--- src/cmpc_consts.svh ---
// constants for the comparator control register block
`ifndef CMPC_CONSTS_SVH
`define CMPC_CONSTS_SVH

// ----------------------------------------
// register byte addresses
// ----------------------------------------
`define CMPC_OFS_CTRL1 16'ha000
`define CMPC_OFS_CTRL2 16'ha010
`define CMPC_OFS_CTRL3 16'ha020
`define CMPC_OFS_STAT 16'ha060
`define CMPC_OFS_IRQ_STAT 16'ha070
`define CMPC_OFS_IRQ_MASK 16'ha080

// ----------------------------------------
// alias codes in address bits 3:2
// ----------------------------------------
`define CMPC_AL_PLAIN 2'h0
`define CMPC_AL_CLR 2'h1
`define CMPC_AL_SET 2'h2
`define CMPC_AL_INV 2'h3

// ----------------------------------------
// field positions
// ----------------------------------------
`define CMPC_BIT_ON 15
`define CMPC_BIT_OE 14
`define CMPC_BIT_INV 13
`define CMPC_BIT_LEVEL 8
`define CMPC_EDGE_HI 7
`define CMPC_EDGE_LO 6
`define CMPC_BIT_POS 4
`define CMPC_NEG_HI 1
`define CMPC_NEG_LO 0
`define CMPC_BIT_HALT 13
`define CMPC_RES_LSB 0

// ----------------------------------------
// reset values and writable masks
// ----------------------------------------
`define CMPC_CTRL_RST 16'h00c3
`define CMPC_STAT_RST 16'h0000
`define CMPC_CTRL_WMASK 16'he0d3
`define CMPC_STAT_WMASK 16'h2000
`define CMPC_IRQ_WMASK 16'h0007

`endif

--- src/cmpc_pkg.sv ---
// types shared by the comparator control block
package cmpc_pkg;

    typedef struct packed {
        logic en;
        logic inv;
        logic [1:0] edge_sel;
    } cmpc_cfg_s;

    typedef struct packed {
        logic s1;
        logic s2;
        logic lvl;
        logic evt;
    } cmpc_unit_s;

    typedef struct packed {
        logic [2:0][15:0] ctrl;
        logic halt;
        logic [2:0] irq_stat;
        logic [2:0] irq_mask;
        logic [2:0] en;
        logic [2:0] pin;
        logic [2:0] pin_oe_n;
        logic irq;
        logic [31:0] prdata;
        logic pready;
        logic pslverr;
    } cmpc_regs_s;

endpackage : cmpc_pkg

--- src/cmpc_top.sv ---
// comparator control and status registers behind an apb slave
`timescale 1ns/1ps
`default_nettype none
`include "cmpc_consts.svh"

//Contract
// enable bit 15 toggles unit only
// bit 14 drives result onto pin
// bit 13 inverts the result
// inversion also feeds edge detector
// bit 8 reads current result level
// bits 7:6 pick none/rise/fall/both
// bit 4 picks ladder or input a
// bits 1:0 steer negative input mux
// halt bit stops units in idle
// status bits 2:0 mirror results
// control resets 00c3, status zero
// aliases 4/8/c clear, set, toggle
// software avoids access after disable
// unimplemented bits read zero, ignore writes
// results synchronised; events one-cycle pulses
// disabled unit: no events, no drive
module cmpc_top (
    input wire logic pclk,
    input wire logic presetn,
    input wire logic psel,
    input wire logic penable,
    input wire logic pwrite,
    input wire logic [15:0] paddr,
    input wire logic [31:0] pwdata,
    output logic [31:0] prdata,
    output logic pready,
    output logic pslverr,
    input wire logic idle_mode,
    input wire logic [2:0] raw_result,
    output logic [2:0] unit_enable,
    output logic [2:0] positive_input_select,
    output logic [2:0][1:0] negative_input_select,
    output logic [2:0] result_pin,
    output logic [2:0] result_pin_oe_n,
    output logic [2:0] unit_event,
    output logic irq
);

    // ----------------------------------------
    // address map
    // ----------------------------------------
    localparam logic [15:0] OFS_C1 = `CMPC_OFS_CTRL1;
    localparam logic [15:0] OFS_C2 = `CMPC_OFS_CTRL2;
    localparam logic [15:0] OFS_C3 = `CMPC_OFS_CTRL3;
    localparam logic [15:0] OFS_ST = `CMPC_OFS_STAT;
    localparam logic [15:0] OFS_IS = `CMPC_OFS_IRQ_STAT;
    localparam logic [15:0] OFS_IM = `CMPC_OFS_IRQ_MASK;
    localparam logic [2:0][15:0] OFS_CTRL = {OFS_C3, OFS_C2, OFS_C1};

    cmpc_pkg::cmpc_regs_s q;
    cmpc_pkg::cmpc_regs_s d;
    cmpc_pkg::cmpc_cfg_s [2:0] cfg;
    logic [2:0] lvl;
    logic [2:0] evt;
    logic [2:0] hit_ctrl;
    logic hit_stat;
    logic hit_is;
    logic hit_im;
    logic bad_addr;
    logic [1:0] alias_sel;
    logic setup;
    logic wr;
    logic idle_stop;
    logic [15:0] rdv;
    logic [15:0] stat_wr;

    // ----------------------------------------
    // per-unit decode and comparator logic
    // ----------------------------------------
    genvar gi;
    generate
        for (gi = 0; gi < 3; gi++) begin : g_unit
            assign hit_ctrl[gi] = (paddr[15:4] == OFS_CTRL[gi][15:4]);
            // edge logic sees the gated enable so idle halts events too
            assign cfg[gi].en = q.en[gi];
            assign cfg[gi].inv = q.ctrl[gi][`CMPC_BIT_INV];
            assign cfg[gi].edge_sel = q.ctrl[gi][`CMPC_EDGE_HI:`CMPC_EDGE_LO];

            cmpc_unit u_unit (
                .pclk(pclk),
                .presetn(presetn),
                .raw_result(raw_result[gi]),
                .cfg(cfg[gi]),
                .result_level(lvl[gi]),
                .unit_event(evt[gi])
            );

            assign positive_input_select[gi] = q.ctrl[gi][`CMPC_BIT_POS];
            assign negative_input_select[gi] = q.ctrl[gi][`CMPC_NEG_HI:`CMPC_NEG_LO];
        end
    endgenerate

    // aliases exist only for the four documented registers
    assign hit_stat = (paddr[15:4] == OFS_ST[15:4]);
    assign hit_is = (paddr == OFS_IS);
    assign hit_im = (paddr == OFS_IM);
    assign alias_sel = paddr[3:2];
    assign bad_addr = (paddr[1:0] != 2'h0) || !(|hit_ctrl || hit_stat || hit_is || hit_im);
    assign setup = psel && !penable;
    assign wr = psel && penable && pwrite && q.pready && !bad_addr;

    // ----------------------------------------
    // alias write helper
    // ----------------------------------------
    function automatic logic [15:0] cmpc_apply(
        input logic [15:0] old,
        input logic [15:0] w,
        input logic [1:0] al,
        input logic [15:0] m
    );
        logic [15:0] r;
        case (al)
            `CMPC_AL_PLAIN: r = w;
            `CMPC_AL_CLR: r = old & ~w;
            `CMPC_AL_SET: r = old | w;
            default: r = old ^ w;
        endcase
        // only writable bits move, so unimplemented bits stay zero
        return (r & m) | (old & ~m);
    endfunction : cmpc_apply

    // ----------------------------------------
    // read mux
    // ----------------------------------------
    always_comb begin
        rdv = 16'h0000;
        if (hit_ctrl[0]) begin
            rdv = q.ctrl[0];
            rdv[`CMPC_BIT_LEVEL] = lvl[0];
        end else if (hit_ctrl[1]) begin
            rdv = q.ctrl[1];
            rdv[`CMPC_BIT_LEVEL] = lvl[1];
        end else if (hit_ctrl[2]) begin
            rdv = q.ctrl[2];
            rdv[`CMPC_BIT_LEVEL] = lvl[2];
        end else if (hit_stat) begin
            rdv[`CMPC_BIT_HALT] = q.halt;
            rdv[`CMPC_RES_LSB +: 3] = lvl;
        end else if (hit_is) begin
            rdv[2:0] = q.irq_stat;
        end else if (hit_im) begin
            rdv[2:0] = q.irq_mask;
        end
    end

    // ----------------------------------------
    // next state
    // ----------------------------------------
    always_comb begin
        d = q;
        idle_stop = q.halt && idle_mode;

        // registers only change on the access edge with pready high
        for (int i = 0; i < 3; i++) begin
            if (wr && hit_ctrl[i]) begin
                d.ctrl[i] = cmpc_apply(q.ctrl[i], pwdata[15:0], alias_sel, `CMPC_CTRL_WMASK); // see R01 see R12
            end
        end
        stat_wr = cmpc_apply({2'h0, q.halt, 13'h0000}, pwdata[15:0], alias_sel, `CMPC_STAT_WMASK);
        if (wr && hit_stat) begin
            d.halt = stat_wr[`CMPC_BIT_HALT]; // see R12
        end
        if (wr && hit_im) begin
            d.irq_mask = pwdata[2:0];
        end

        // write-one-to-clear; a new event in the same cycle wins
        d.irq_stat = q.irq_stat;
        if (wr && hit_is) begin
            d.irq_stat = q.irq_stat & ~pwdata[2:0];
        end
        d.irq_stat = d.irq_stat | evt;
        d.irq = |(d.irq_stat & d.irq_mask);

        // enable gating and pin drive
        for (int i = 0; i < 3; i++) begin
            d.en[i] = d.ctrl[i][`CMPC_BIT_ON] && !idle_stop; // see R01
            d.pin[i] = lvl[i];
            d.pin_oe_n[i] = !(q.en[i] && q.ctrl[i][`CMPC_BIT_OE]); // see R02
        end

        // read data is captured in setup, answered in the access cycle
        d.pready = setup;
        d.pslverr = setup && bad_addr;
        if (setup) begin
            d.prdata = bad_addr ? 32'h0000_0000 : {16'h0000, rdv};
        end
    end

    // ----------------------------------------
    // state register
    // ----------------------------------------
    always_ff @(posedge pclk or negedge presetn) begin
        if (!presetn) begin
            q <= '0;
            q.ctrl <= {3{`CMPC_CTRL_RST}};
            q.halt <= 1'(`CMPC_STAT_RST >> `CMPC_BIT_HALT);
            q.pin_oe_n <= 3'h7;
        end else begin
            q <= d;
        end
    end

    // ----------------------------------------
    // outputs
    // ----------------------------------------
    assign prdata = q.prdata;
    assign pready = q.pready;
    assign pslverr = q.pslverr;
    assign unit_enable = q.en;
    assign result_pin = q.pin;
    assign result_pin_oe_n = q.pin_oe_n;
    assign unit_event = evt;
    assign irq = q.irq;
endmodule : cmpc_top

`default_nettype wire

--- src/cmpc_unit.sv ---
// per-comparator result synchroniser, polarity and edge event logic
`timescale 1ns/1ps
`default_nettype none

module cmpc_unit (
    input wire logic pclk,
    input wire logic presetn,
    input wire logic raw_result,
    input wire cmpc_pkg::cmpc_cfg_s cfg,
    output logic result_level,
    output logic unit_event
);

    cmpc_pkg::cmpc_unit_s q;
    cmpc_pkg::cmpc_unit_s d;
    logic rise;
    logic fall;

    // ----------------------------------------
    // next state
    // ----------------------------------------
    always_comb begin
        d = q;
        d.s1 = raw_result;
        d.s2 = q.s1;
        d.lvl = q.s2 ^ cfg.inv;
        // edges are taken after inversion, so they swap with polarity
        rise = d.lvl & ~q.lvl;
        fall = ~d.lvl & q.lvl;
        d.evt = cfg.en & ((cfg.edge_sel[0] & rise) | (cfg.edge_sel[1] & fall)); // see R06
    end

    always_ff @(posedge pclk or negedge presetn) begin
        if (!presetn) begin
            q <= '0;
        end else begin
            q <= d;
        end
    end

    assign result_level = q.lvl;
    assign unit_event = q.evt;

    // ----------------------------------------
    // checks
    // ----------------------------------------
    logic [1:0] age_q;
    always_ff @(posedge pclk or negedge presetn) begin
        if (!presetn) begin
            age_q <= 2'h0;
        end else if (age_q != 2'h3) begin
            age_q <= age_q + 2'h1;
        end
    end
endmodule : cmpc_unit

`default_nettype wire

--- config.mk ---
export PLATFORM = sky130hd
export DESIGN_NAME = cmpc_top
export DESIGN_NICKNAME = d
export VERILOG_FILES = /design/src/cmpc_pkg.sv /design/src/cmpc_top.sv /design/src/cmpc_unit.sv
export VERILOG_INCLUDE_DIRS = /design/src
export SDC_FILE = /design/constraint.sdc
export NUM_CORES = 1
export LEC_CHECK = 0
export BUFFER_PORTS_ARGS = -buffer_cell sky130_fd_sc_hd__clkbuf_2
export CAP_MARGIN = 20
export CORE_ASPECT_RATIO = 0.7
export CORE_MARGIN = 1
export CORE_UTILIZATION = 40
export CTS_BUF_LIST = sky130_fd_sc_hd__clkbuf_4
export CTS_CLUSTER_DIAMETER = 50
export DETAILED_ROUTE_END_ITERATION = 6
export GPL_TIMING_DRIVEN = 0
export PLACE_DENSITY_LB_ADDON = 0.1
export SYNTH_ARGS = -nofsm -noshare
export SYNTH_HDL_FRONTEND = slang
export SYNTH_SLANG_ARGS = --single-unit
--- constraint.sdc ---
create_clock -name pclk -period 4.4 [get_ports pclk]
set_clock_uncertainty 0.15 [all_clocks]
set_input_delay 0.66 -clock pclk [delete_from_list [all_inputs] [get_ports pclk]]
set_output_delay 0.66 -clock pclk [all_outputs]
set_load 0.05 [all_outputs]
==> flow_results.org <==
** Worst setup path
- Crit Path Class :: input port to register
- Of all nets on the critical path, the largest fanout is 10.
- In this design, the largest share of critical-path delay is due to simple AND/OR/NAND/NOR gates.
- The worst setup path is launched from an input port.
- The number of buffers and inverters on the critical path is 3.
- At the worst endpoint, the required time is between 4 and 5 ns.
- Across all register-to-register paths, the minimum setup slack is approximately 2 ns.
- The slowest stage of the critical path belongs to the cell sky130_fd_sc_hd__or4b_1.
- The largest single stage delay on the critical path is 0.51 ns.
- The worst setup path is captured at a register.
- CP cell instances :: clkbuf_2 -> or4b_1 -> buf_2 -> nor2_2 -> nand4_1 -> clkbuf_1 -> a211oi_1 -> a21oi_1
- In this run the number of cells on the critical path is 8.
- Data arrives at the worst endpoint at approximately 2.7 ns.
- R2r worst-path depth :: 6

** CTS
- Counting the buffers created by CTS gives 9.
- TritonCTS clock tree :: yes
- Once the clock tree was built, the resizer swapped 0 gates to a different size.
- Clock tree synthesis selected as its root buffer the cell sky130_fd_sc_hd__clkbuf_4.
- H-tree depth :: 3
- # Post-CTS Setup Buffers :: 0
- Clock tree synthesis found a total of 66 sinks.
- Maximum root-to-sink buffer count :: 2
- Clock insertion delay at the later pin of the skew report :: between 0.4 and 0.5 ns
- CTS clk-pin slew, worst paths :: ~0.12 ns
- Buffers inserted to repair hold after CTS numbered 1.

** Status
- Outcome :: finished, final reports clean

** Yosys
- Largest family of logic cells by synthesized area :: simple AND/OR/NAND/NOR gates
- Share of the synthesized netlist area taken by xor and xnor gates :: 0.00558
- Of the total synthesized cell area, the portion taken by full adders, half adders and majority gates is 0.133.
- Summing every instance area after synthesis gives around 4700 um^2.
- Count of distinct cell types in the synthesized netlist :: 52
- Most used standard cells in the synthesized netlist :: 56 x sky130_fd_sc_hd__nand2_1, 54 x sky130_fd_sc_hd__buf_4, 51 x sky130_fd_sc_hd__dfrtp_1
- Syn_area_per_cell :: between 8 and 9 um^2
- Number of enable flip-flop cells after synthesis :: 0
- In the synthesized netlist the async set-or-reset flop fraction comes to 1.00.
- The synthesized design contains 66 register bits.
- Yosys printed 0 warnings.
- The share of the Yosys chip area taken by registers is 0.354.
- Most instantiated flip-flop cell in the synthesis netlist :: sky130_fd_sc_hd__dfrtp_1
- Measured against the total synthesized area, the mux share comes to 0.0380.
- The complex-gate fraction of the synthesized area came to 0.141.
- Main area contributors after synthesis :: sky130_fd_sc_hd__dfrtp_1 27%, sky130_fd_sc_hd__ha_1 13%, sky130_fd_sc_hd__buf_4 8.6%
- Yosys instantiated no cell more often than sky130_fd_sc_hd__nand2_1.
- Synthesis produced approximately 540 cells.
- Of the total synthesized cell area, the portion taken by AND, OR, NAND and NOR gates is 0.189.
- The share of synthesized area in the top cell type comes to 0.271.
- Summed over all instances, the cell type with the most area after synthesis is sky130_fd_sc_hd__dfrtp_1.

** Final layout
- Total inserted antenna cells :: 0
- Area grow syn2layout :: 16.6%
- At the end of the flow the core is filled with cells to 0.488.
- Fill cells in the final layout number 1098.
- For this run, the post-layout net count is around 740.
- Layout cells sized above 1 :: 0.270

** Timing
- Across all hold checks on the routed design, the worst slack comes to between 0.15 and 0.2 ns.
- The routed design could run at a clock period as short as ~2.6 ns.
- Highest attainable clock frequency :: 386 MHz
- Worst Tran Pin Value :: between 0.7 and 0.8 ns
- Share of the clock period used by the worst path after layout :: 0.589
- Headroom to the max-slew limit came out at 0.531.
- Summed negative setup slack over all endpoints :: 0 ns
- RSZ-0062 raised after global routing :: no
- Final setup vio count :: 0
- The total count of max-transition violations in the final report is 0.
- The count of endpoints failing hold in the final timing report was 0.

** Power and ir drop
- Power density of the placed cells :: 228 nW/um^2
- Leakage power figure :: about 2.7 nW
- IR analysis of the VDD net gives a maximum drop of ~0.16 mV.
- Overall power consumption :: about 1.3 mW

** Floorplanning
- For this configuration, the core starts out at a cell density of 0.419.
- 113 I/O pins were placed.
- Count of standard-cell rows :: 32
- Core Region :: around 11000 um^2
- From bottom edge to top edge, the die measures a little over 90 um.
- From left edge to right edge, the die measures ~130 um.
- The die covers around 12000 um^2.

** Placed design
- At the end of routability-driven placement, the weighted congestion stood at 0.836.
- Post-detailed-placement half-perimeter wirelength :: between 9000 and 10000 um
- Port buffering added around 70 buffers.

** GRT
- The via count of the first global-routing pass was roughly 3.7k.
- Maximum number of pins on one net before global-route repair :: between 50 and 60
- All-layer global routing usage :: 0.221
- Wire length of the first global-routing pass :: ~20000 um
- Overflow left after global routing :: 0
- Initial antenna violation count :: 0

** Detailed routing
- Total routed wirelength :: roughly 13000 um
- After detailed routing, the number of remaining DRC violations is 0.
- Summing over every cut layer, the via total after detailed routing is approximately 4.0k.
- Post-detailed-route count of antenna-violating nets :: 0
- After detailed routing, the number of vias per cell comes to around 5.
- Dividing the detail-routed wire length by the instance count gives 16.2 um.
- The pre-antenna-repair detailed-routing pass consisted of 5 iterations.
- After the first detailed-routing iteration, the DRC count stood at 189.

** Run
- The tool flagged a number of max-cap violations equal to 0.

** Min path
- Min-delay worst type :: input port to register
- Counting instances, the worst hold path has a depth of 1.
==> worst paths after layout <==
path | to | from
worst max-delay path | q[97] | paddr[14]
worst min-delay path | g_unit[0].u_unit.d[2] | raw_result[0]
min in group asynchronous | prdata[6] | presetn
worst min register to register | g_unit[2].u_unit.q[2] | g_unit[2].u_unit.d[2]
max in group asynchronous | cfg[1] | presetn
worst max register to register | q[97] | pready
==> report_power, final <==
group	leakage, nW	internal, mW	switching, mW
sequential	0.808	0.614	0.00508
clock	0.0707	0.185	0.235
combinational	1.82	0.0703	0.145
==> stage by stage <==
step,instances,instance area (um^2),setup slack [ns]
global route,793,5500,1.64
floorplan,551,4770,1.81
global placement,775,5320,1.42
detailed placement,776,5350,1.37
CTS,793,5500,1.84
finish,793,5500,1.81
==> layout make-up <==
type	instances	area, um^2	area share
clock buffers	11	82.6	0.0150
flip-flops and latches	66	1670	0.304
plain buffers	80	512	0.0931
clock inverters	5	57.6	0.0105
multi-input cells	367	2440	0.445
well taps	153	191	0.0348
repair buffers	73	395	0.0719
inverters	38	143	0.0260
==> placed cells by master, fill, tap and decap left out, types with 15 or more instances in the layout <==
cell type,count
sky130_fd_sc_hd__clkbuf_2,70
sky130_fd_sc_hd__nand2_1,56
sky130_fd_sc_hd__buf_4,54
sky130_fd_sc_hd__dfrtp_1,51
sky130_fd_sc_hd__ha_1,50
sky130_fd_sc_hd__o21ai_0,46
sky130_fd_sc_hd__inv_1,38
sky130_fd_sc_hd__a21oi_1,37
sky130_fd_sc_hd__nor3_1,25
sky130_fd_sc_hd__nor2b_1,24
sky130_fd_sc_hd__clkbuf_1,21
sky130_fd_sc_hd__nor2_1,18
sky130_fd_sc_hd__conb_1,16
sky130_fd_sc_hd__dfstp_2,15
==> layer usage <==
layer	wire, um	track usage	vias to the layer above
li1	-	-	1949
met1	6540	0.322	1894
met2	5310	0.316	136
met3	842	0.0569	15
met4	162	0.0688	0
met5	0	0	-
==> cells by family (layout without fill, tap and decap cells) <==
family / Yosys count / in the layout
AOI/OAI and AO/OA: 117 / 117
xor gates and xnor gates: 3 / 3
adders and majority gates: 50 / 50
buffers and inverters: 118 / 207
DFF: 66 / 66
muxes: 14 / 14
other: 1 / 16
and+or+nand+nor: 167 / 167
==> flip-flops by register name (all words and copies together), names as in the netlist <==
name                        count
g_unit.u_unit.result_level      3
result_pin                      3
irq                             1
g_unit.u_unit.q                 3
g_unit.u_unit.unit_event        3
cfg                             9
g_unit.u_unit.d                 3
result_pin_oe_n                 3
q                              13
unit_enable                     3
prdata                         11
pready                          1
pslverr                         1
negative_input_select           6
positive_input_select           3
Note: power is estimated with default switching activity, not from simulation.
